**src/logic/press_release_pkg.sv**
```systemverilog
`default_nettype none
package press_release_pkg;
    // Register byte offsets on the AHB-Lite slave.
    localparam logic [7:0] ctrl_offs = 8'h00;
    localparam logic [7:0] status_offs = 8'h04;
    localparam logic [7:0] cmd_offs = 8'h08;
    // Control register field positions.
    localparam int unsigned ctrl_scc_en_bit = 0;
    localparam int unsigned ctrl_start_rel_bit = 1;
    localparam int unsigned ctrl_stroke_bit = 2;
    localparam int unsigned ctrl_long_pulse_bit = 3;
    localparam int unsigned ctrl_interlock_lsb = 4;
    // Command register: writing one here clears a pending overrun error while monitoring is inhibited.
    localparam int unsigned cmd_clear_bit = 0;
    // Restart interlock choices.
    typedef enum logic [1:0] {
        lock_never = 2'b00,
        lock_static_or_start = 2'b01,
        lock_static_or_top = 2'b10,
        lock_always = 2'b11
    } interlock_t;
    // Configuration as software writes it.
    typedef struct packed {
        interlock_t interlock;
        logic long_pulse;
        logic single_stroke;
        logic start_rel_used;
        logic scc_en;
    } cfg_t;
    localparam cfg_t cfg_reset = '{interlock: lock_never, default: 1'b0};
    // Inputs of the contact monitor part.
    typedef struct packed {
        logic stop_cam_contact;
        logic top_pos;
        logic drive_released;
        logic mon_inhibit;
    } mon_in_t;
    // Inputs of the setup stage.
    typedef struct packed {
        logic static_release;
        logic start_release;
        logic start_cmd;
        logic top_in;
        logic restart;
    } setup_in_t;
    // Restart pulse timing, as printed, and the clock rate.
    localparam int unsigned clk_hz = 10_000_000;
    localparam int unsigned min_short_ms = 100;
    localparam int unsigned min_long_ms = 350;
    localparam int unsigned max_pulse_s = 30;
    localparam int unsigned short_cyc = min_short_ms * (clk_hz / 1000);
    localparam int unsigned long_cyc = min_long_ms * (clk_hz / 1000);
    localparam int unsigned max_cyc = max_pulse_s * clk_hz;
    localparam int unsigned cnt_w = 29;
endpackage
`default_nettype wire

```
**src/logic/press_cycle_release_control.sv**
```systemverilog
// Contract
// - Overrun check only with stop cam enabled.
// - Drive rise in window or high accepted.
// - Failed check: release low, overrun error high.
// - Inhibit without error: release low, checks off.
// - Inhibit with error lets error clear.
// - Inhibit falling without error returns monitor release high.
// - Restart interlock has four selectable choices.
// - Minimum restart pulse is 100 or 350 ms.
// - Start release gates setting release only.
// - Single stroke: top rise drops release.
// - Start rise requests start, low stops.
// - Start-low stop needs restart in that mode.
// - Static release low drops release immediately.
// - Restart pulse between minimum and 30 s.
// - No restart pending: start rise sets release.
// - Restart pending output; inverted static output.
//
// The implementer's own choices: the AHB-Lite interface to the registers and the register addresses.
`timescale 1ns/100ps
`default_nettype none
module press_cycle_release_control #(
    parameter int unsigned short_cyc = press_release_pkg::short_cyc,
    parameter int unsigned long_cyc = press_release_pkg::long_cyc,
    parameter int unsigned max_cyc = press_release_pkg::max_cyc
) (
    input wire logic hclk,
    input wire logic hresetn,
    input wire logic hsel,
    input wire logic [31:0] haddr,
    input wire logic [1:0] htrans,
    input wire logic hwrite,
    input wire logic [2:0] hsize,
    input wire logic [31:0] hwdata,
    input wire logic hready,
    output logic hreadyout,
    output logic hresp,
    output logic [31:0] hrdata,
    input wire press_release_pkg::mon_in_t mon_in,
    input wire press_release_pkg::setup_in_t set_in,
    output logic mon_release,
    output logic overrun_err,
    output logic press_release,
    output logic restart_required,
    output logic static_release_inv
);
    localparam logic [press_release_pkg::cnt_w-1:0] short_lim = press_release_pkg::cnt_w'(short_cyc);
    localparam logic [press_release_pkg::cnt_w-1:0] long_lim = press_release_pkg::cnt_w'(long_cyc);
    localparam logic [press_release_pkg::cnt_w-1:0] max_lim = press_release_pkg::cnt_w'(max_cyc);

    // Bus state: configuration, latched address phase and read data.
    press_release_pkg::cfg_t cfg_ff, nxt_cfg;
    logic wr_pend_ff, nxt_wr_pend;
    logic [7:0] wr_addr_ff, nxt_wr_addr;
    logic [31:0] rdata_ff, nxt_rdata;
    logic clear_cmd; // One-cycle error clear request from software.
    logic addr_ok; // A valid transfer is in its address phase.

    // Previous-cycle copies of every monitor and setup input, for edge detection.
    press_release_pkg::mon_in_t mon_prev_ff;
    press_release_pkg::setup_in_t set_prev_ff;

    // Monitor state.
    logic mon_rel_ff, nxt_mon_rel;
    logic err_ff, nxt_err;
    logic drive_ok_ff, nxt_drive_ok; // Drive rose inside the current window.
    logic window_ff, nxt_window; // Top has risen, stop cam not yet fallen.

    // Setup state.
    logic rel_ff, nxt_rel;
    logic req_ff, nxt_req;
    logic init_ff, nxt_init; // High only in the first cycle after reset.
    logic inv_ff, nxt_inv;
    logic [press_release_pkg::cnt_w-1:0] cnt_ff, nxt_cnt;

    // Edge terms, each the current input against last cycle's copy.
    logic scc_fall, top_rise, drive_rise, inh_fall, start_rise, top2_rise, rst_fall;

    assign scc_fall = mon_prev_ff.stop_cam_contact & ~mon_in.stop_cam_contact;
    assign top_rise = mon_in.top_pos & ~mon_prev_ff.top_pos;
    assign drive_rise = mon_in.drive_released & ~mon_prev_ff.drive_released;
    assign inh_fall = mon_prev_ff.mon_inhibit & ~mon_in.mon_inhibit;
    assign start_rise = set_in.start_cmd & ~set_prev_ff.start_cmd;
    assign top2_rise = set_in.top_in & ~set_prev_ff.top_in;
    assign rst_fall = set_prev_ff.restart & ~set_in.restart;

    // Zero-wait slave: every transfer completes in one data cycle, always OKAY.
    assign hreadyout = 1'b1;
    assign hresp = 1'b0;
    assign hrdata = rdata_ff;
    assign addr_ok = hsel & htrans[1] & hready;
    assign clear_cmd = wr_pend_ff & (wr_addr_ff == press_release_pkg::cmd_offs)
                       & hwdata[press_release_pkg::cmd_clear_bit];

    // Bus next-state: writes land in the data phase, reads are fetched in the
    // address phase so that read data comes straight from a flip-flop.
    always_comb begin
        nxt_cfg = cfg_ff;
        nxt_wr_pend = addr_ok & hwrite;
        nxt_wr_addr = haddr[7:0];
        nxt_rdata = rdata_ff;
        if (wr_pend_ff && wr_addr_ff == press_release_pkg::ctrl_offs) begin
            // The interlock, stroke and pulse choices steer the setup stage.
            nxt_cfg = press_release_pkg::cfg_t'(hwdata[5:0]);
        end
        if (addr_ok && !hwrite) begin
            unique case (haddr[7:0])
                press_release_pkg::ctrl_offs: nxt_rdata = {26'h000_0000, cfg_ff};
                press_release_pkg::status_offs: nxt_rdata = {27'h000_0000, inv_ff, req_ff,
                                                             rel_ff, err_ff, mon_rel_ff};
                default: nxt_rdata = 32'h0000_0000; // Unmapped and write-only read zero.
            endcase
        end
    end

    // Bus registers.
    always_ff @(posedge hclk or negedge hresetn) begin
        if (!hresetn) begin
            cfg_ff <= press_release_pkg::cfg_reset;
            wr_pend_ff <= 1'b0;
            wr_addr_ff <= 8'h00;
            rdata_ff <= 32'h0000_0000;
        end else begin
            cfg_ff <= nxt_cfg;
            wr_pend_ff <= nxt_wr_pend;
            wr_addr_ff <= nxt_wr_addr;
            rdata_ff <= nxt_rdata;
        end
    end

    // Input history; the neighbours run on this clock, so no synchroniser.
    always_ff @(posedge hclk or negedge hresetn) begin
        if (!hresetn) begin
            mon_prev_ff <= '0;
            set_prev_ff <= '0;
        end else begin
            mon_prev_ff <= mon_in;
            set_prev_ff <= set_in;
        end
    end

    // Monitor next-state. The window opens at top rise and closes at the stop
    // cam falling edge, where the drive must have risen or still be high.
    always_comb begin
        nxt_mon_rel = mon_rel_ff;
        nxt_err = err_ff;
        nxt_drive_ok = drive_ok_ff;
        nxt_window = window_ff;
        if (top_rise) begin
            nxt_window = 1'b1;
            nxt_drive_ok = mon_in.drive_released & ~mon_prev_ff.drive_released;
        end else if (window_ff && drive_rise) begin
            nxt_drive_ok = 1'b1;
        end
        if (mon_in.mon_inhibit && err_ff) begin
            // A pending error may be cleared only while monitoring is inhibited.
            if (clear_cmd) begin
                nxt_err = 1'b0;
            end
            nxt_mon_rel = 1'b0;
        end else if (mon_in.mon_inhibit) begin
            // Checks suspended; error output untouched.
            nxt_mon_rel = 1'b0;
        end else if (inh_fall && !err_ff) begin
            // Same as leaving stop for run: release comes back.
            nxt_mon_rel = 1'b1;
        end else if (scc_fall && cfg_ff.scc_en) begin
            if (!(drive_ok_ff || drive_rise || mon_in.drive_released)) begin
                nxt_err = 1'b1;
                nxt_mon_rel = 1'b0;
            end
        end
        if (err_ff) begin
            nxt_mon_rel = 1'b0; // An error keeps release off until the error is cleared.
        end
        if (scc_fall) begin
            nxt_window = 1'b0;
            nxt_drive_ok = 1'b0;
        end
    end

    // Monitor registers. Release comes up at reset as after stop-to-run.
    always_ff @(posedge hclk or negedge hresetn) begin
        if (!hresetn) begin
            mon_rel_ff <= 1'b1;
            err_ff <= 1'b0;
            drive_ok_ff <= 1'b0;
            window_ff <= 1'b0;
        end else begin
            mon_rel_ff <= nxt_mon_rel;
            err_ff <= nxt_err;
            drive_ok_ff <= nxt_drive_ok;
            window_ff <= nxt_window;
        end
    end

    // Setup next-state. Stop conditions are checked first and beat a start
    // request in the same cycle, the safe order for a press drive.
    always_comb begin
        logic lim_ok;
        logic start_ok;
        lim_ok = 1'b0;
        start_ok = 1'b0;
        nxt_rel = rel_ff;
        nxt_req = req_ff;
        nxt_init = 1'b0;
        nxt_inv = ~set_in.static_release;
        nxt_cnt = '0;
        // Measure the restart pulse; saturate just beyond the upper limit.
        if (set_in.restart) begin
            nxt_cnt = (cnt_ff > max_lim) ? cnt_ff : cnt_ff + 1'b1;
        end
        lim_ok = (cnt_ff >= (cfg_ff.long_pulse ? long_lim : short_lim))
                 && (cnt_ff <= max_lim);
        if (rst_fall && lim_ok) begin
            nxt_req = 1'b0;
        end
        if (init_ff && cfg_ff.interlock != press_release_pkg::lock_never) begin
            nxt_req = 1'b1;
        end
        // Start release only matters while release is off.
        start_ok = !cfg_ff.start_rel_used || set_in.start_release;
        if (!set_in.static_release) begin
            nxt_rel = 1'b0;
            if (rel_ff && cfg_ff.interlock != press_release_pkg::lock_never) begin
                nxt_req = 1'b1;
            end
        end else if (rel_ff && !set_in.start_cmd) begin
            nxt_rel = 1'b0;
            if (cfg_ff.interlock == press_release_pkg::lock_static_or_start
                || cfg_ff.interlock == press_release_pkg::lock_always) begin
                nxt_req = 1'b1;
            end
        end else if (rel_ff && cfg_ff.single_stroke && top2_rise) begin
            nxt_rel = 1'b0;
            if (cfg_ff.interlock == press_release_pkg::lock_static_or_top
                || cfg_ff.interlock == press_release_pkg::lock_always) begin
                nxt_req = 1'b1;
            end
        end else if (!rel_ff && !req_ff && !init_ff && start_rise && start_ok) begin
            nxt_rel = 1'b1;
        end
    end

    // Setup registers: release and pending flag start low.
    always_ff @(posedge hclk or negedge hresetn) begin
        if (!hresetn) begin
            rel_ff <= 1'b0;
            req_ff <= 1'b0;
            init_ff <= 1'b1;
            inv_ff <= 1'b1;
            cnt_ff <= 'd0;
        end else begin
            rel_ff <= nxt_rel;
            req_ff <= nxt_req;
            init_ff <= nxt_init;
            inv_ff <= nxt_inv;
            cnt_ff <= nxt_cnt;
        end
    end

    assign mon_release = mon_rel_ff;
    assign overrun_err = err_ff;
    assign press_release = rel_ff;
    assign restart_required = req_ff;
    assign static_release_inv = inv_ff;
endmodule // press_cycle_release_control
`default_nettype wire

```
**config.mk**
```make
export PLATFORM = sky130hd
export DESIGN_NAME = press_cycle_release_control
export DESIGN_NICKNAME = d
export VERILOG_FILES = /design/src/logic/press_release_pkg.sv /design/src/logic/press_cycle_release_control.sv
export SDC_FILE = /design/constraint.sdc
export NUM_CORES = 1
export LEC_CHECK = 0
export ABC_AREA = 1
export BUFFER_PORTS_ARGS = -buffer_cell sky130_fd_sc_hd__clkbuf_2
export CORE_ASPECT_RATIO = 1.4
export CORE_UTILIZATION = 43
export DETAILED_ROUTE_END_ITERATION = 12
export GPL_TIMING_DRIVEN = 0
export PLACE_DENSITY_LB_ADDON = 0.08
export SYNTH_ARGS = -nofsm -noshare
export SYNTH_HDL_FRONTEND = slang
export SYNTH_SLANG_ARGS = --single-unit
```
**constraint.sdc**
```tcl
create_clock -name hclk -period 3.6 [get_ports hclk]
set_clock_uncertainty 0.1 [all_clocks]
set_input_delay 0.54 -clock hclk [delete_from_list [all_inputs] [get_ports hclk]]
set_output_delay 0.54 -clock hclk [all_outputs]
set_load 0.03 [all_outputs]
```
==> results of run 1 <==
worst reg2reg max path, stage by stage (launching register included):
cell and delay [ps]:
dfrtp_1 390, inv_1 110, ha_1 160, nor3b_1 360, nand2_1 180, nor2_4 150
nand2_4 100, a21oi_1 280, nand2_1 140, nand2_1 80, nand2_1 40
path summary, 6_finish.rpt:
kind	start	end	slack (ps)	cells past startpoint
worst max-delay path	cnt_ff[0]$_DFFE_PN0P_	restart_required$_DFF_PN0_	1380	10
worst min-delay path	hresetn	cnt_ff[16]$_DFFE_PN0P_	90	1
worst max register to register	cnt_ff[0]$_DFFE_PN0P_	restart_required$_DFF_PN0_	1380	10
worst min register to register	cfg_ff[1]$_DFFE_PN0P_	cfg_ff[1]$_DFFE_PN0P_	370	2
max in group asynchronous	hresetn	mon_release$_DFFE_PN1P_	2680	2
min in group hclk	haddr[4]	wr_addr_ff[4]$_DFF_PN0_	220	1
routing by layer:
layer	global-route usage [%]	share of wire, %	vias up
met5	0	0	-
met4	13.6	4.1	0
met3	3.74	3.8	26
met2	44.6	54	109
met1	25.9	38	1804
li1	-	-	1901
cells in the mapped netlist (3+ instances only):
master   count
a21oi_1     12
buf_2        3
buf_4       30
buf_6        5
dfrtp_1     62
dfstp_2      3
ha_1        11
inv_1       52
inv_2        7
nand2_1    135
nand2_2      3
nand2_4      3
nand3_1     43
nand3_2      4
nand4_1     29
nor2_1      66
nor2_2       5
nor2_4       4
nor3_1      13
o21ai_0     10
o21ai_1      3
o21ai_2     19
xor2_1       5
registers in the layout (all words and copies together) (netlist names):
signal	count
cfg_ff	6
cnt_ff	29
drive_ok_ff	1
hrdata	6
init_ff	1
mon_prev_ff	4
mon_release	1
overrun_err	1
press_release	1
restart_required	1
set_prev_ff	3
static_release_inv	1
window_ff	1
wr_addr_ff	8
wr_pend_ff	1
logic make-up after synthesis:
group	synth area share, %
and+or+nand+nor	35.5
AOI/OAI and AO/OA	8.71
adders and majority gates	3.26
xor gates and xnor gates	1.04
DFF	38.6
other	0.178
buffers and inverters	12.7
per-stage QoR:
stage	power, mW	cells	area [µm²]	utilization (%)
after global placement	0.938	748	4680	49.3
after CTS	1.91	765	5040	53.0
final	1.89	765	5040	53.0
after floorplan	0.885	577	4320	-
after detailed placement	0.944	749	4710	49.5
after global routing	1.96	765	5040	53.0
final cells by class:
type | instances | area [µm²]
fill | 924 | 4470
multi-input combinational | 413 | 2160
sequential | 65 | 1630
buffer | 40 | 315
clock buffer | 10 | 239
inverter | 59 | 221
timing repair buffer | 40 | 218
tap | 132 | 165
clock inverter | 6 | 91.3
where the power goes:
part	switching, mW	leakage (nW)	internal, mW
Combinational	0.112	1.46	0.0539
Clock	0.338	0.163	0.627
Sequential	0.0117	0.812	0.753
Total	0.461	2.43	1.43
==> summary.md, run 1 <==
| Metric | Value |
|---|---|
| Outcome | `completed` |
| CP endpoint kind | `flop` |
| Setup bufs post-CTS | `0` |
| Share of cells above drive strength 1 | `23.2%` |
| Area contributors post-synth | `dfrtp_1 (37%), nand2_1 (12%), nor2_1 (5.9%)` |
| Yosys warns | `0` |
| Slew Limit Headroom | `65.1%` |
| Ys flop type | `dfrtp_1` |
| Tot GR Track Use | `24.3%` |
| WS Path Type | `flop to flop` |
| Largest net degree at the start of global routing | `35` |
| Max-Cap Viols | `0` |
| IO Port Bufs | `39` |
| Netlist cell types | `40` |
| Critical path cell sequence | `inv_1, ha_1, nor3b_1, nand2_1, nor2_4, nand2_4, a21oi_1, nand2_1, nand2_1, nand2_1` |
| Post-synth ARST share | `100%` |
| Clk buf depth | `2` |
| CP Data Required Time | `3720 ps` |
| Fin nets | `722` |
| Final HPWL DP | `9120 µm` |
| Crit path buf inv count | `1` |
| Pwr Density | `376 nW/µm²` |
| Worst slew pin tran | `518 ps` |
| Leading area contributor after synthesis | `dfrtp_1` |
| ANT nets after route | `0` |
| ANT cells | `0` |
| Worst-skew pair later-pin latency | `340 ps` |
| Setup WS pre-CTS | `1370 ps` |
| Fin worst setup slack | `1380 ps` |
| Htree depth | `3` |
| Core ar. | `9510 µm²` |
| Via Count | `3840` |
| DR vias/cell | `5.02` |
| HP Class | `input port to async pin` |
| CTS Hold Buffers Added | `0` |
| Seq/Total Area, Yosys | `38.6%` |
| Leak | `2.43 nW` |
| Initial Util | `44.4%` |
| VDD IR max | `0.000298 V` |
| Initial DRC count | `193` |
| Num CTS Buffers | `9` |
| FP Rows | `42` |
| Clock Pin Slew Worst Setup and Hold Paths | `60 ps` |
| Post-synth top area share | `36.7%` |
| I/O pin total | `122` |
| First-pass GRT wire length | `18500 µm` |
| Routability Congestion | `0.927` |
| CP most frequent cell | `nand2_1` |
| Final Hold Viols | `0` |
| Maximum clock frequency | `450 MHz` |
| Top delay family on crit path | `simple AND/OR/NAND/NOR gates` |
| Area growth from synthesis to layout | `19.3%` |
| Tcrit/Tclk final | `61.7%` |
| Chip Height | `119 µm` |
| Min Tclk post-route | `2220 ps` |
| Initial antenna violation count | `0` |
| RSZ-0062 raised after global routing | `no` |
| Most frequent cells in the layout | `nand2_1 (135), nor2_1 (66), dfrtp_1 (62)` |
| First-pass detailed-route iteration total | `5` |
| Startpoint Class | `flop` |
| Vias in the first global route | `3656` |
| Cells after synthesis | `550` |
| GRT overflow | `0` |
| Final setup viols | `0` |
| Wire length per cell | `15.0 µm` |
| Post-synth EDFFs | `0` |
| Avg Cell Area, Syn | `7.68 µm²` |
| Post-Synthesis Cell Area | `4220 µm²` |
| Slowest Stage Delay on Critical Path | `390 ps` |
| Setup TNS | `0 ps` |
| Clk sink count | `65` |
| Root Buffer | `clkbuf_16` |
| Max Slew Vio Count | `0` |
| Drt drc | `0` |
| Commonest non-fill, non-tap cell in the layout | `nand2_1` |
| Post-CTS resize count | `0` |
| CP Max Fanout | `3` |
| Arr. time, crit path | `2340 ps` |
| Critical-path top delay cell | `dfrtp_1` |
| Die area | `10200 µm²` |
| Routed Wire Length | `11500 µm` |
| Worst hold slack | `87.8 ps` |
| Die span in x | `85.8 µm` |
| CTS tree | `built` |
| Yosys reg bits | `65` |
(Power assumes the default switching activity.)
==> inputs of run 2 (changes only) <==
ABC_AREA = 0   (was 1)
clock period = 2.3 ns   (was 3.6 ns; I/O delays follow)
==> run 2 against run 1 <==
Net effect: the flow now finishes with violations (negative setup slack); cell area is 5.1% lower; combinational power grew 81%; global-route usage down 1.5 points; hold slack worse by 68 ps; setup slack got worse by 1500 ps; register-to-register slack got worse by 1500 ps; critical path depth is 3 lower; via count down 21%; maximum frequency is 7.4% lower; largest power group unchanged.
==> summary.md, run 2 <==
| Metric | Value |
|---|---|
| Vias in the first global route | `2979 (-19%)` |
| Critical path cell sequence | `or3_4, or4_4, a21oi_4, buf_8, buf_8, mux2i_1, nor2_1` |
| Setup TNS | `-1280 ps (-1280 ps)` |
| Routability Congestion | `0.851 (-8.1%)` |
| Area contributors post-synth | `dfrtp_1 (44%), buf_4 (6.0%), ha_1 (3.9%)` |
| Yosys reg bits | `65 (unchanged)` |
| Cells after synthesis | `356 (-35%)` |
| Htree depth | `3 (unchanged)` |
| Netlist cell types | `53 (+33%)` |
| Most frequent cell after synthesis | `dfrtp_1` |
| Final setup viols | `25 (+25)` |
| R2r worst-path depth | `7 (-3)` |
| Initial antenna violation count | `0 (unchanged)` |
| Commonest non-fill, non-tap cell in the layout | `dfrtp_1` |
| CP Data Required Time | `2430 ps (-1290 ps)` |
| Hold path cells | `1` |
| Max-Cap Viols | `0 (unchanged)` |
| Core ar. | `7850 µm² (-18%)` |
| Worst slew pin tran | `591 ps (+72.9 ps)` |
| Worst-skew pair later-pin latency | `360 ps (+20 ps)` |
| Share of cells above drive strength 1 | `36.6% (+13 points)` |
| ANT cells | `0 (unchanged)` |
| IO Port Bufs | `39 (unchanged)` |
| Synth top cells by count | `dfrtp_1 (62), buf_4 (28), nand2_1 (27)` |
| Num CTS Buffers | `9 (unchanged)` |
| Placed inst area | `3990 µm² (-15%)` |
| HP Class | `input port to flop` |
| RSZ-0062 raised after global routing | `yes` |
| Clk buf depth | `2 (unchanged)` |
| Leak | `2.13 nW (-13%)` |
| Largest registers | `cnt_ff x29, wr_addr_ff x8` |
| Slew Limit Headroom | `60.4% (-4.7 points)` |
| Largest net degree at the start of global routing | `46 (+31%)` |
| First-pass detailed-route iteration total | `5 (unchanged)` |
| CTS tree | `built` |
| Failing checks | `negative setup slack` |
| Top register by number of flip-flops | `cnt_ff` |
| Drt drc | `0 (unchanged)` |
| First-pass GRT wire length | `14600 µm (-21%)` |
| Avg Cell Area, Syn | `9.92 µm² (+29%)` |
| Maximum clock frequency | `417 MHz (-7.4%)` |
| Wire length per cell | `16.0 µm (+6.6%)` |
| GRT overflow | `0 (unchanged)` |
| Post-Synthesis Cell Area | `3530 µm² (-16%)` |
| Tot GR Track Use | `22.8% (-1.5 points)` |
| Fin worst setup slack | `-97.9 ps (-1480 ps)` |
| Initial Util | `45.0% (+0.63 points)` |
| Ys flop type | `dfrtp_1` |
| Chip Height | `109 µm (-8.4%)` |
| Yosys warns | `0 (unchanged)` |
| Seq/Total Area, Yosys | `46.2% (+7.5 points)` |
| CP most frequent cell | `buf_8` |
| Die span in x | `78.6 µm (-8.3%)` |
| Finished Cell Area | `4780 µm² (-5.1%)` |
| FP Rows | `38 (-9.5%)` |
| Leading area contributor after synthesis | `dfrtp_1` |
| Worst hold slack | `19.5 ps (-68.3 ps)` |
| Arr. time, crit path | `2530 ps (+190 ps)` |
| Fin nets | `556 (-23%)` |
| Initial DRC count | `131 (-32%)` |
| I/O pin total | `122 (unchanged)` |
| Post-synth ARST share | `100% (unchanged)` |
| R2R Path Start | `cnt_ff[25]$_DFFE_PN0P_` |
| Critical Path Start | `cnt_ff[25]$_DFFE_PN0P_` |
| Final Hold Viols | `0 (unchanged)` |
| Outcome | `complete, but fails checks` |
| ANT nets after route | `0 (unchanged)` |
| Clk sink count | `65 (unchanged)` |
| Routed Wire Length | `9070 µm (-21%)` |
| Max Slew Vio Count | `0 (unchanged)` |
| Min Tclk post-route | `2400 ps (+177 ps)` |
| Area growth from synthesis to layout | `35.4%` |
| Clock Pin Slew Worst Setup and Hold Paths | `80 ps (+20 ps)` |
| WS Path Type | `flop to flop` |
| R2R Setup Slk | `-100 ps (-1480 ps)` |
| Reg2reg end | `cnt_ff[1]$_DFFE_PN0P_` |
| Final HPWL DP | `6220 µm (-32%)` |
| VDD IR max | `0.000346 V (+16%)` |
| Critical-path top delay cell | `or4_4` |
| Die area | `8590 µm² (-16%)` |
| Root Buffer | `clkbuf_8` |
| Max FFs per register | `29 (unchanged)` |
| Post-synth top area share | `43.9% (+7.2 points)` |
| DR vias/cell | `5.37 (+7.0%)` |
| Post-Layout Cell Count | `567 (-26%)` |
| Startpoint Class | `flop` |
| CP Max Fanout | `6 (+3)` |
| DP Cell Count | `523 (-30%)` |
| Crit path to | `cnt_ff[1]$_DFFE_PN0P_` |
| Via Count | `3044 (-21%)` |
| Setup WS pre-CTS | `-631 ps (-2000 ps)` |
| Most frequent cells in the layout | `dfrtp_1 (51), buf_4 (47), clkbuf_2 (38)` |
| Pwr Density | `569 nW/µm² (+51%)` |
| Tcrit/Tclk final | `104% (+43 points)` |
| Slowest Stage Delay on Critical Path | `550 ps (+160 ps)` |
| Post-synth EDFFs | `0 (unchanged)` |
| CP endpoint kind | `flop` |
-- run 2: cell types whose count changed in the layout (fill, tap and decap cells not counted), moves of 9 or more --
cell,change
mux2i_1,+9
dfrtp_1,-11
nor2_1,-55
nand2_1,-109
buf_4,+17
o21a_1,+10
nand3_1,-26
clkbuf_16,-9
nand4_1,-20
o21ai_2,-14
dfrtp_2,+11
clkbuf_8,+9
inv_1,-44
-- run 2: per-stage QoR --
| step | total power [mW] | utilization (%) |
|---|---|---|
| 2_1_floorplan | 1.38 | - |
| 3_3_place_gp | 1.46 | 50.5 |
| 3_5_place_dp | 1.47 | 50.9 |
| 4_1_cts | 2.74 | 58.9 |
| 5_1_grt | 2.83 | 60.9 |
| 6_report | 2.72 | 60.9 |
-- run 2: logic make-up (layout without fill, tap and decap cells) --
| group | Yosys count | in the layout | share of synthesized area [%] |
|---|---|---|---|
| other cells | 2 | 29 | 0.213 |
| compound gates | 74 | 74 | 13.5 |
| flops | 65 | 65 | 46.2 |
| mux | 14 | 14 | 4.14 |
| xor+xnor | 1 | 1 | 0.248 |
| buf+inv | 53 | 137 | 9.81 |
| simple gates | 136 | 136 | 22.1 |
| fa+ha+maj | 11 | 11 | 3.90 |
-- run 2: worst min path at each step --
stage,endpoint,start
2_1_floorplan,cfg_ff[0]$_DFFE_PN0P_,hresetn
3_5_place_dp,mon_prev_ff[2]$_DFF_PN0_,hresetn
5_1_grt,mon_prev_ff[2]$_DFF_PN0_,mon_in[2]
4_1_cts,mon_prev_ff[2]$_DFF_PN0_,mon_in[2]
6_report,mon_prev_ff[2]$_DFF_PN0_,mon_in[2]
3_3_place_gp,mon_release$_DFFE_PN1P_,overrun_err$_DFFE_PN0P_
-- run 2: final cells by class --
cell class              instances  area [µm²]
fillers                       668        3060
well taps                     100         125
repair buffers                 70         492
plain buffers                  39         310
flip-flops and latches         65        1640
clock inverters                 6         114
clock buffers                  10         138
multi-input cells             265        1910
inverters                      12        45.0
-- run 2: per-layer routing --
| metal | global-route usage, % | vias to the layer above | routed length, µm |
|---|---|---|---|
| met5 | 0 | - | 0 |
| met4 | 11.9 | 0 | 306 |
| met3 | 4.77 | 21 | 467 |
| met2 | 39.6 | 115 | 4680 |
| met1 | 26.2 | 1442 | 3620 |
| li1 | - | 1466 | - |
-- run 2: where the power goes --
group | internal (mW) | switching (mW)
Sequential | 1.18 | 0.0192
Clock | 0.753 | 0.473
Combinational | 0.117 | 0.184
-- run 2: what timing repair did --
| item | CTS | global route |
|---|---|---|
| setup endpoints to repair | 30 | 30 |
| resized for setup | 37 | 28 |
| hold endpoints to repair | 27 | 0 |
| pin swaps | 23 | 21 |
| hold buffers | 8 | 0 |
| gates cloned | 3 | 0 |
| buffers inserted | 13 | 7 |
-- run 2: worst max-delay path, delay by kind of cell, from the launching register on --
| family | cells | cell delay, ps |
|---|---|---|
| buffers and inverters | 2 | 330 |
| AO/OA/AOI/OAI | 1 | 280 |
| multiplexers | 1 | 180 |
| AND/OR/NAND/NOR | 3 | 990 |
| flip-flops | 1 | 390 |
